**src/common/quad_dac_regs.svh**
```systemverilog
`ifndef QUAD_DAC_REGS_SVH
`define QUAD_DAC_REGS_SVH

`define ADDR_DEVICE_CONFIG        4'h3
`define ADDR_OUTPUT_GAIN_SETTING  4'h4
`define ADDR_TRIGGER_COMMAND      4'h5

`define RESET_DEVICE_CONFIG       16'h0000
`define RESET_TRIGGER_COMMAND     5'h00
`define MASK_DEVICE_CONFIG        16'h3f0f
`define MASK_OUTPUT_GAIN_SETTING  16'h010f

`define CFG_ALARM_SOURCE_SELECT   13
`define CFG_ALARM_PIN_MODE        12
`define CFG_CRC_ENABLE            11
`define CFG_EARLY_SERIAL_OUT      10
`define CFG_SERIAL_OUT_DISABLE    9
`define CFG_REFERENCE_SHUTDOWN    8
`define CFG_CHANNEL_SHUTDOWN_MSB  3

`define GAIN_REFERENCE_HALVE      8
`define GAIN_CHANNEL_DOUBLE_MSB   3

`define TRIG_SYNC_LOAD_STROBE     4
`define TRIG_SOFT_RESET_MSB       3
`define SOFT_RESET_CODE           4'ha

`define FRAME_RW_BIT              23
`define FRAME_ADDR_MSB            19
`define FRAME_BITS_PLAIN          6'h18
`define FRAME_BITS_WITH_CRC       6'h20
`define BIT_COUNT_MAX             6'h3f
`define STRAP_LOAD_CYCLES         2'h3

`endif

```
**src/common/quad_dac_pkg.sv**
```systemverilog
`default_nettype none
package quad_dac_pkg;
  typedef logic [3:0]  reg_addr_t;
  typedef logic [15:0] reg_word_t;
  typedef logic [23:0] frame_word_t;
endpackage : quad_dac_pkg
`default_nettype wire

```
**src/design/pin_sync_edge.sv**
```systemverilog
`timescale 1ns/1ps
`default_nettype none
module pin_sync_edge (
  // Clock and reset.
  input  wire logic clk,
  input  wire logic sys_rst,
  // Asynchronous pin.
  input  wire logic pinIn,
  // Synchronised level and its edges.
  output logic      level,
  output logic      rise,
  output logic      fall
);
  logic meta;
  logic stage;
  logic prior;

  // The first stage feeds only the second, so metastability stays contained.
  always_ff @(posedge clk or posedge sys_rst) begin
    if (sys_rst) begin
      meta  <= 1'b0;
      stage <= 1'b0;
      prior <= 1'b0;
    end else begin
      meta  <= pinIn;
      stage <= meta;
      prior <= stage;
    end
  end

  assign level = stage;
  assign rise  = stage & ~prior;
  assign fall  = ~stage & prior;
endmodule : pin_sync_edge
`default_nettype wire

```
**src/design/quad_dac_config_gain_trigger_regs.sv**
```systemverilog
// Overview of operation
// - Config bit 13 picks alarm source: clear is CRC error, set is reference alarm.
// - Config bit 12 makes the pin an open-drain low alarm, else push-pull output.
// - Config bit 11 set enables CRC checking of frames; clear disables it.
// - Config bit 10 clear shifts output on SCLK rise; set shifts on fall.
// - Config bit 9 set floats the output; clear drives it while selected.
// - Config bit 8 set shuts down the internal reference.
// - Config bits 3 to 0 each power down the matching channel.
// - Configuration register at address 3, reset zero, reserved bits zero.
// - Gain bit 8 halves the reference; reset value follows its strap pin.
// - Gain bits 3 to 0 give channel gain two; reset follows gain strap.
// - Trigger register at address 5 is write-only, resets zero, bits 4:0.
// - Writing the load strobe updates all synchronous-mode channels together.
// - Writing code 1010 to the reset field restores default register state.
`timescale 1ns/1ps
`default_nettype none
`include "quad_dac_regs.svh"
module quad_dac_config_gain_trigger_regs (
  // Clock and reset.
  input  wire logic       clk,
  input  wire logic       sys_rst,
  // Serial interface pins.
  input  wire logic       sclk,
  input  wire logic       sdi,
  input  wire logic       csN,
  output logic            sdoOut,
  output logic            sdoOe,
  // Strap and analog status pins.
  input  wire logic       refdivStrap,
  input  wire logic       gainStrap,
  input  wire logic       refAlarm,
  // Companion logic on the same clock.
  input  wire logic       frameCrcGood,
  input  wire logic [3:0] syncModeEnable,
  // Analog and channel controls.
  output logic            crcCheckEnable,
  output logic            referenceShutdown,
  output logic [3:0]      channelShutdown,
  output logic            referenceHalve,
  output logic [3:0]      channelDoubleGain,
  output logic [3:0]      channelLoad,
  output logic            deviceSoftReset
);
  logic                      sclkLevel;
  logic                      sclkRise;
  logic                      sclkFall;
  logic                      sdiLevel;
  logic                      csNLevel;
  logic                      csNRise;
  logic                      csNFall;
  logic                      selLevel;
  logic                      selRise;
  logic                      selFall;
  logic                      refdivLevel;
  logic                      gainLevel;
  logic                      refAlarmLevel;
  logic [31:0]               shiftIn;
  logic [5:0]                bitCount;
  logic [23:0]               txShift;
  logic [23:0]               readBuf;
  logic [15:0]               deviceConfig;
  logic [15:0]               outputGainSetting;
  logic [4:0]                triggerCommand;
  logic [1:0]                strapCount;
  logic                      crcError;
  logic                      crcEn;
  logic                      frameLenOk;
  logic                      frameGood;
  logic                      writeOk;
  logic                      readOk;
  logic                      softResetHit;
  logic                      strapLoad;
  logic                      alarmActive;
  logic                      shiftOutEdge;
  quad_dac_pkg::frame_word_t frameWord;
  quad_dac_pkg::reg_addr_t   frameAddr;
  quad_dac_pkg::reg_word_t   frameData;
  quad_dac_pkg::reg_word_t   readValue;

  pin_sync_edge uSclk (
    .clk(clk), .sys_rst(sys_rst), .pinIn(sclk),
    .level(sclkLevel), .rise(sclkRise), .fall(sclkFall));
  pin_sync_edge uSdi (
    .clk(clk), .sys_rst(sys_rst), .pinIn(sdi),
    .level(sdiLevel), .rise(), .fall());
  // The select pin idles high, so it is synchronised inverted: the reset
  // level then matches the idle level and no false edge follows reset.
  pin_sync_edge uCs (
    .clk(clk), .sys_rst(sys_rst), .pinIn(~csN),
    .level(selLevel), .rise(selRise), .fall(selFall));
  assign csNLevel = ~selLevel;
  assign csNRise  = selFall;
  assign csNFall  = selRise;
  pin_sync_edge uRefdiv (
    .clk(clk), .sys_rst(sys_rst), .pinIn(refdivStrap),
    .level(refdivLevel), .rise(), .fall());
  pin_sync_edge uGain (
    .clk(clk), .sys_rst(sys_rst), .pinIn(gainStrap),
    .level(gainLevel), .rise(), .fall());
  pin_sync_edge uRefAlarm (
    .clk(clk), .sys_rst(sys_rst), .pinIn(refAlarm),
    .level(refAlarmLevel), .rise(), .fall());

  // Data bits are taken on the SCLK falling edge while selected.
  always_ff @(posedge clk or posedge sys_rst) begin
    if (sys_rst) begin
      shiftIn  <= 32'h0000_0000;
      bitCount <= 6'h00;
    end else if (csNFall) begin
      bitCount <= 6'h00;
    end else if (sclkFall && !csNLevel) begin
      shiftIn <= {shiftIn[30:0], sdiLevel};
      if (bitCount != `BIT_COUNT_MAX) begin
        bitCount <= bitCount + 6'h01;
      end
    end
  end

  assign crcEn      = deviceConfig[`CFG_CRC_ENABLE];
  // A CRC frame carries eight check bits behind the command word.
  assign frameWord  = crcEn ? shiftIn[31:8] : shiftIn[23:0];
  assign frameLenOk = crcEn ? (bitCount == `FRAME_BITS_WITH_CRC)
                            : (bitCount == `FRAME_BITS_PLAIN);
  assign frameGood  = csNRise && frameLenOk
                      && (!crcEn || frameCrcGood);
  assign frameAddr  = frameWord[`FRAME_ADDR_MSB -: 4];
  assign frameData  = frameWord[15:0];
  assign writeOk    = frameGood && !frameWord[`FRAME_RW_BIT];
  assign readOk     = frameGood && frameWord[`FRAME_RW_BIT];
  assign softResetHit = writeOk && (frameAddr == `ADDR_TRIGGER_COMMAND)
      && (frameData[`TRIG_SOFT_RESET_MSB -: 4] == `SOFT_RESET_CODE);
  assign strapLoad  = (strapCount != `STRAP_LOAD_CYCLES);

  // Straps are read after release, once their synchronisers have settled.
  always_ff @(posedge clk or posedge sys_rst) begin
    if (sys_rst) begin
      strapCount <= 2'h0;
    end else if (softResetHit) begin
      strapCount <= 2'h0;
    end else if (strapLoad) begin
      strapCount <= strapCount + 2'h1;
    end
  end

  always_ff @(posedge clk or posedge sys_rst) begin
    if (sys_rst) begin
      deviceConfig <= `RESET_DEVICE_CONFIG;
    end else if (softResetHit) begin
      deviceConfig <= `RESET_DEVICE_CONFIG;
    end else if (writeOk && frameAddr == `ADDR_DEVICE_CONFIG) begin
      deviceConfig <= frameData & `MASK_DEVICE_CONFIG;
    end
  end

  always_ff @(posedge clk or posedge sys_rst) begin
    if (sys_rst) begin
      outputGainSetting <= 16'h0000;
    end else if (strapLoad) begin
      outputGainSetting <= 16'h0000;
      outputGainSetting[`GAIN_REFERENCE_HALVE] <= refdivLevel;
      outputGainSetting[`GAIN_CHANNEL_DOUBLE_MSB -: 4] <= {4{gainLevel}};
    end else if (writeOk && frameAddr == `ADDR_OUTPUT_GAIN_SETTING) begin
      outputGainSetting <= frameData & `MASK_OUTPUT_GAIN_SETTING;
    end
  end

  // The trigger holds a write for one cycle only, so it never reads back.
  always_ff @(posedge clk or posedge sys_rst) begin
    if (sys_rst) begin
      triggerCommand <= `RESET_TRIGGER_COMMAND;
    end else if (writeOk && frameAddr == `ADDR_TRIGGER_COMMAND) begin
      triggerCommand <= frameData[4:0];
    end else begin
      triggerCommand <= `RESET_TRIGGER_COMMAND;
    end
  end

  always_ff @(posedge clk or posedge sys_rst) begin
    if (sys_rst) begin
      channelLoad     <= 4'h0;
      deviceSoftReset <= 1'b0;
    end else begin
      channelLoad     <= triggerCommand[`TRIG_SYNC_LOAD_STROBE]
                         ? syncModeEnable : 4'h0;
      deviceSoftReset <= (triggerCommand[`TRIG_SOFT_RESET_MSB -: 4]
                          == `SOFT_RESET_CODE);
    end
  end

  // A bad check sets the flag; only a later good frame clears it.
  always_ff @(posedge clk or posedge sys_rst) begin
    if (sys_rst) begin
      crcError <= 1'b0;
    end else if (csNRise && frameLenOk && crcEn && !frameCrcGood) begin
      crcError <= 1'b1;
    end else if (frameGood) begin
      crcError <= 1'b0;
    end
  end

  always_comb begin
    readValue = 16'h0000;
    unique case (frameAddr)
      `ADDR_DEVICE_CONFIG:       readValue = deviceConfig;
      `ADDR_OUTPUT_GAIN_SETTING: readValue = outputGainSetting;
      default:                   readValue = 16'h0000;
    endcase
  end

  assign shiftOutEdge = deviceConfig[`CFG_EARLY_SERIAL_OUT]
                        ? sclkFall : sclkRise;

  // A read frame is answered during the following frame.
  always_ff @(posedge clk or posedge sys_rst) begin
    if (sys_rst) begin
      readBuf <= 24'h00_0000;
      txShift <= 24'h00_0000;
    end else begin
      if (readOk) begin
        readBuf <= {frameWord[23:16], readValue};
      end
      if (csNFall) begin
        txShift <= readBuf;
      end else if (shiftOutEdge && !csNLevel) begin
        txShift <= {txShift[22:0], 1'b0};
      end
    end
  end

  assign alarmActive = deviceConfig[`CFG_ALARM_SOURCE_SELECT]
                       ? refAlarmLevel : crcError;

  always_ff @(posedge clk or posedge sys_rst) begin
    if (sys_rst) begin
      sdoOut <= 1'b0;
      sdoOe  <= 1'b0;
    end else if (deviceConfig[`CFG_ALARM_PIN_MODE]) begin
      sdoOut <= 1'b0;
      sdoOe  <= alarmActive;
    end else begin
      sdoOut <= txShift[23];
      sdoOe  <= !deviceConfig[`CFG_SERIAL_OUT_DISABLE] && !csNLevel;
    end
  end

  assign crcCheckEnable    = deviceConfig[`CFG_CRC_ENABLE];
  assign referenceShutdown = deviceConfig[`CFG_REFERENCE_SHUTDOWN];
  assign channelShutdown   = deviceConfig[`CFG_CHANNEL_SHUTDOWN_MSB -: 4];
  assign referenceHalve    = outputGainSetting[`GAIN_REFERENCE_HALVE];
  assign channelDoubleGain = outputGainSetting[`GAIN_CHANNEL_DOUBLE_MSB -: 4];
endmodule : quad_dac_config_gain_trigger_regs
`default_nettype wire

```
**config.mk**
```make
export PLATFORM = sky130hd
export DESIGN_NAME = quad_dac_config_gain_trigger_regs
export DESIGN_NICKNAME = d
export VERILOG_FILES = /design/src/common/quad_dac_pkg.sv /design/src/design/pin_sync_edge.sv /design/src/design/quad_dac_config_gain_trigger_regs.sv
export VERILOG_INCLUDE_DIRS = /design/src /design/src/common
export SDC_FILE = /design/constraint.sdc
export NUM_CORES = 1
export LEC_CHECK = 0
export BUFFER_PORTS_ARGS = -buffer_cell sky130_fd_sc_hd__buf_2
export CAP_MARGIN = 25
export CORE_MARGIN = 4
export CORE_UTILIZATION = 55
export DETAILED_ROUTE_END_ITERATION = 16
export GPL_TIMING_DRIVEN = 0
export PLACE_DENSITY_LB_ADDON = 0.08
export SLEW_MARGIN = 30
export SYNTH_ARGS = -nofsm -noshare
export SYNTH_HDL_FRONTEND = slang
export SYNTH_SLANG_ARGS = --single-unit
```
**constraint.sdc**
```tcl
create_clock -name clk -period 4.06 [get_ports clk]
set_input_delay 0.406 -clock clk [delete_from_list [all_inputs] [get_ports clk]]
set_output_delay 0.406 -clock clk [all_outputs]
set_load 0.03 [all_outputs]
```
; Word-level counts from Yosys, hierarchy flattened
; Index checks and enable logic that the tools add are counted.
[op_classes]
n_bitwise = 10
n_reduce_logical = 27
mul = 0
n_addsub = 2
shifts = 0
order_cmp = 0
n_div = 0
n_eq_ne = 9
n_mux = 22
[op_table]
columns = operator, count
row1 = two-way mux 24 bit, 3
row2 = two-way mux 16 bit, 4
row3 = one-hot mux 16 bit (2 select lines), 1
row4 = two-way mux 6 bit, 3
row5 = nonzero test 2 bit, 7
row6 = logical AND 1 bit, 13
row7 = equality test 4 x 3 -> 1 bit (second input constant), 2
row8 = equality test 4 bit (second input constant), 2
row9 = two-way mux 1 bit, 7
row10 = adder 6 x 1 -> 6 bit (second input constant), 1
row11 = equality test 6 x 5 -> 1 bit (second input constant), 1
row12 = equality test 6 bit (second input constant), 1
row13 = != test 6 bit (second input constant), 1
row14 = NOT 1 bit, 6
row15 = two-way mux 5 bit, 1
row16 = AND 1 bit, 4
row17 = equality test 4 x 2 -> 1 bit (second input constant), 1
row18 = zero test 1 bit, 4
row19 = two-way mux 2 bit, 2
row20 = two-way mux 4 bit, 1
row21 = AND reduction 2 bit, 2
row22 = adder 2 x 1 -> 2 bit (second input constant), 1
row23 = != test 2 bit (second input constant), 1
row24 = logical OR 1 bit, 1
[totals]
inputBits = 13
output_inout_bits = 18
ramBits = 0
word_cells = 97
regBits = 147
latchBits = 0
n_memories = 0
rom_bits = 0

; Logic depth before layout (Yosys ltp)
[logic_depth]
word_depth = 8
ltp_mapped = 7
ltp_nobuf = 6

; Modules after synthesis
; From an unflattened synthesis, not the netlist that was laid out.
[hier_totals]
cells_unflattened = 442
hier_area_um2 = 5422.7
[modules_own_cells]
columns = mod, seq_area_each_um2, area_each_um2, cells_each, instances
row1 = quad_dac_config_gain_trigger_regs, 2752.6, 4859.7, 406, 1
row2 = pin_sync_edge, 75.1, 93.8, 6, 6

; Worst setup path before layout
; Ideal clock, no wire load.
[synth_path]
path_kind = register to register
startpoint = reg deviceConfig[11]
endpoint = reg deviceConfig[0]
synth_period_minus_slack_ps = 1889
path_stages_with_launch = 7
setup_ps = 125
path_buffers = 2
slack_ps = 2171
required_time_ps = 3935
arrival_time_ps = 1764
cell_sequence = dfrtp_1 > buf_4 > or3b_1 > nand2_1 > o211a_1 > buf_6 > mux2_4
[synth_via]
elab_chain_len = 7
word_cells_on_any_way = 17
cone_classes = 3 x eq/ne / 4 x mux / 10 x reduce/logical
[synth_lines]
columns = item, line
row1 = "start, declared", quad_dac_config_gain_trigger_regs.sv:61  ; logic [15:0] deviceConfig;
row2 = "start signal, assigned", quad_dac_config_gain_trigger_regs.sv:147  ; deviceConfig <= `RESET_DEVICE_CONFIG;
row3 = "start signal, assigned", quad_dac_config_gain_trigger_regs.sv:149  ; deviceConfig <= `RESET_DEVICE_CONFIG;
row4 = "start signal, assigned", quad_dac_config_gain_trigger_regs.sv:151  ; deviceConfig <= frameData & `MASK_DEVICE_CONFIG;
row5 = two-way mux 1 bit / zero test 1 bit (equally long branches), "quad_dac_config_gain_trigger_regs.sv:122, quad_dac_config_gain_trigger_regs.sv:125"
row6 = logical AND 1 bit / logical OR 1 bit (equally long branches), "quad_dac_config_gain_trigger_regs.sv:124, quad_dac_config_gain_trigger_regs.sv:125"
row7 = logical AND 1 bit, quad_dac_config_gain_trigger_regs.sv:125  ; && (!crcEn || frameCrcGood);
row8 = logical AND 1 bit, quad_dac_config_gain_trigger_regs.sv:128  ; assign writeOk = frameGood && !frameWord[`FRAME_RW_BIT];
row9 = logical AND 1 bit (2 in series), quad_dac_config_gain_trigger_regs.sv:130  ; assign softResetHit = writeOk && (frameAddr == `ADDR_TRIGGER_COMMAND)
row10 = two-way mux 16 bit / nonzero test 2 bit (equally long branches), -
; Several ways; a longest one is shown, not always the timed one. The select of a mux whose other input is x is not followed.
; A chain may end at the register's enable or synchronous reset.

; Final worst setup path
[layout_path]
startpoint = reg bitCount[0]
endpoint = reg deviceConfig[0]
[layout_via]
elab_chain_len = 8
word_cells_on_any_way = 11
cone_classes = 2 x eq/ne / 2 x mux / 7 x reduce/logical
[layout_lines]
columns = item, line
row1 = "start, declared", quad_dac_config_gain_trigger_regs.sv:58  ; logic [5:0] bitCount;
row2 = "start signal, assigned", quad_dac_config_gain_trigger_regs.sv:114  ; bitCount <= bitCount + 6'h01;
row3 = equality test 6 x 5 -> 1 bit (no source line) / equality test 6 bit (equally long branches), -
row4 = two-way mux 1 bit *, quad_dac_config_gain_trigger_regs.sv:122  ; assign frameLenOk = crcEn ? (bitCount == `FRAME_BITS_WITH_CRC)
row5 = logical AND 1 bit *, quad_dac_config_gain_trigger_regs.sv:124  ; assign frameGood = csNRise && frameLenOk
row6 = logical AND 1 bit *, quad_dac_config_gain_trigger_regs.sv:125
row7 = logical AND 1 bit *, quad_dac_config_gain_trigger_regs.sv:128
row8 = logical AND 1 bit (2 in series), quad_dac_config_gain_trigger_regs.sv:130
row9 = two-way mux 16 bit / nonzero test 2 bit (equally long branches), -
; Every way passes the cells marked *; elsewhere a longest branch is shown, timed or not.

==> run_results.csv <==
group,metric,value,unit
critical_path,critPathKind,"reg2reg",
logic_synthesis,synthFlopType,"dfrtp_1",
logic_synthesis,synth.area.top_cells,"dfrtp_1 (59%), mux2_2 (7.5%), nand2_1 (4.2%)",
sta,clock_skew,11.0,ps
grt,grt_util_all_layers,20.8,%
routing,drt_iter0_drc,163,
critical_path,slowest_stage,"dfrtp_1",
power,cellPowerDensity,471,nW/um^2
logic_synthesis,yosysTopAreaCellShare,58.7,%
sta,maxSlewViolCount,0,
logic_synthesis,synth_largest_area_cell,"dfrtp_1",
routing,drtAntennaViolNets,0,
critical_path,path_cells,"inv_1, ha_1, and4bb_2, o2111a_1, o211a_1, buf_6, mux2_4",
floorplan,start_util,56.9,%
power,ir_worst_vdd,0.000391,V
routing,drt_first_pass_iters,4,
floorplan,rows,35,
routing,drc_errors,0,
logic_synthesis,yosysWarningCount,0,
logic_synthesis,syn_nets,474,
logic_synthesis,synth-compound-area-share,11.4,%
floorplan,num_io_pins,31,
critical_path,end_kind,"register",
critical_path,critPathLaunchType,"register",
finish,area_growth,18.8,%
routing,vias,3606,
clock_network,cts_buffers,17,
sta,finalHoldViolations,0,
power,leakage,3.04,nW
logic_synthesis,muxShareOfSynthArea,11.6,%
floorplan,die_h,106,um
critical_path,critPathMaxStageDelay,400,ps
sta,relSlewSlack,68.8,%
critical_path,critPathLaunch,"bitCount[0]",
sta,period_minus_slack,1990,ps
sta,rsz0062_at_grt,"false",
sta,tns,0,ps
power,finalPower,2.96,mW
logic_synthesis,ys_ff_latch,124,
finish,fill_cells,727,
grt,grt_pass1_wl,18300,um
grt,grt_max_degree,83,
logic_synthesis,syn_inst,458,
placed_design,place_congestion,0.808,
sta,period_share,49.1,%
logic_synthesis,synth-xor-area-share,0.829,%
logic_synthesis,synth_top_family_by_area,"simple AND/OR/NAND/NOR gates",
floorplan,die_area,11200,sq um
min_path,worstHoldStart,"csN",
placed_design,port_buffers,30,
routing,avgViaCountPerCell,5.50,
finish,antenna_cells,0,
placed_design,dp.cells,618,
sta,tightest_slew,455,ps
critical_path,rr_startpoint,"bitCount[0]",
finish,drive_gt1_share,25.0,%
critical_path,cp_max_fo,9,
logic_synthesis,synthTopCellsByCount,"dfrtp_1 (124), nand2_1 (59), mux2_2 (35), nor2_1 (26), o21ai_0 (25)",
floorplan,die_x,106,um
critical_path,arrival,2390,ps
floorplan,core,9280,sq um
clock_network,cts_sinks,124,
logic_synthesis,synth_area,5280,sq um
logic_synthesis,async_flop_share,100,%
routing,routed_wl,10500,um
sta,fmax,0.502,GHz
logic_synthesis,synth.avg_cell_area,11.5,sq um
grt,gr-total-overflow,0,
flow_run,cap_violations,0,
clock_network,clockBufferDepth,2,
min_path,hold_class,"in2reg",
logic_synthesis,yosys.cell_count.top_type,"dfrtp_1",
clock_network,clk_latency,520,ps
clock_network,root_buffer,"clkbuf_8",
placed_design,hpwlAfterDp,7370,um
sta,setup_viol,0,
routing,wire_per_inst,16.1,um
clock_network,path_clk_slew,60,ps
clock_network,h-tree-depth,4,
logic_synthesis,synth_simple_gate_area_share,12.1,%
clock_network,cts_tree,"built",
finish,fin_nets,530,
grt,grt_pass1_vias,3660,
critical_path,critical_path_required,4460,ps
logic_synthesis,synthAdderAreaFrac,0.711,%
grt,antenna_found_initial,0,
logic_synthesis,ys_types,50,
logic_synthesis,synth-edff-count,0,
status,status,"complete, no violations",
finish,stdcell_count,656,
logic_synthesis,ys_seq_area_share,58.7,%
==> layout make-up <==
| type | instances | area, sq um | share of cell area [%] |
|---|---|---|---|
| Tap cell | 129 | 161 | 2.57 |
| Multi-Input combinational cell | 285 | 1940 | 30.9 |
| Buffer | 27 | 159 | 2.53 |
| Clock buffer | 22 | 473 | 7.54 |
| Inverter | 22 | 90.1 | 1.44 |
| Timing Repair Buffer | 37 | 238 | 3.79 |
| Clock inverter | 10 | 114 | 1.81 |
| Sequential cell | 124 | 3100 | 49.4 |
==> where the power goes <==
group / switching (mW) / internal, mW
Sequential: 0.0414 / 1.30
Combinational: 0.0839 / 0.0648
Clock: 0.530 / 0.935
Total: 0.656 / 2.30
==> worst max-delay path, delay by kind of cell (launching register included) <==
family / cells / cell delay (ps)
compound gates: 2 / 470
flops: 1 / 400
simple gates: 1 / 320
buf+inv: 2 / 240
fa+ha+maj: 1 / 150
mux: 1 / 300
==> registers in the layout (all words and copies together), names as in the netlist, 2 cells and up <==
| name | flops |
|---|---|
| txShift | 24 |
| bitCount | 6 |
| strapCount | 2 |
| channelLoad | 4 |
| readBuf | 18 |
| triggerCommand | 5 |
| deviceConfig | 10 |
| shiftIn | 32 |
| outputGainSetting | 5 |
==> worst paths after layout <==
path,endpoint,slack [ps],cells after the start
worst min-delay path,uCs.meta,30,2
worst min register to register,uCs.level,350,0
worst max register to register,deviceConfig[0],2070,7
worst max-delay path,deviceConfig[0],2070,7
max in group asynchronous,shiftIn[10],2970,4
min in group asynchronous,bitCount[2],420,3
==> cell usage in the layout, fill, tap and decap left out, types with 6 or more instances in the layout <==
| master | count |
|---|---|
| a21oi_1 | 8 |
| a31oi_1 | 19 |
| and2_1 | 6 |
| buf_2 | 43 |
| buf_4 | 7 |
| clkbuf_1 | 6 |
| clkbuf_16 | 16 |
| dfrtp_1 | 124 |
| dlygate4sd3_1 | 6 |
| inv_1 | 21 |
| mux2_2 | 35 |
| mux2i_1 | 19 |
| nand2_1 | 59 |
| nand3_1 | 10 |
| nor2_1 | 26 |
| o21ai_0 | 25 |
| o22ai_1 | 8 |
| o31ai_1 | 7 |
==> cell families (layout without fill, tap and decap cells) <==
| kind of cell | after synthesis | after routing |
|---|---|---|
| buf+inv | 49 | 118 |
| mux | 56 | 56 |
| compound gates | 92 | 92 |
| simple gates | 129 | 129 |
| fa+ha+maj | 3 | 3 |
| xor+xnor | 5 | 5 |
| flops | 124 | 124 |
==> per-layer routing <==
layer  vias up  part of all wire, %  global-route usage, %
met5         -                    0                      0
met4         0                  1.4                   7.12
met3        13                  2.9                   4.55
met2        64                   51                   34.6
met1      1808                   45                   27.1
li1       1721                    -                      -
==> stage by stage <==
stage / util (%) / area (sq um) / setup slack (ps) / hold slack (ps)
finish: 67.6 / 6280 / 2070 / 33.4
global route: 67.6 / 6280 / 1960 / 22.9
detailed placement: 60.6 / 5630 / 2110 / 336
global placement: 60.3 / 5590 / -918 / 332
floorplan: - / 5280 / 355 / 331
CTS: 67.6 / 6280 / 2070 / 22.8
==> repair_timing <==
item,4_1_cts,5_1_grt
buffers inserted,0,0
hold buffers,6,0
hold endpoints to repair,47,0
gates resized for setup,0,0
Power figures use the tool's default switching activity.
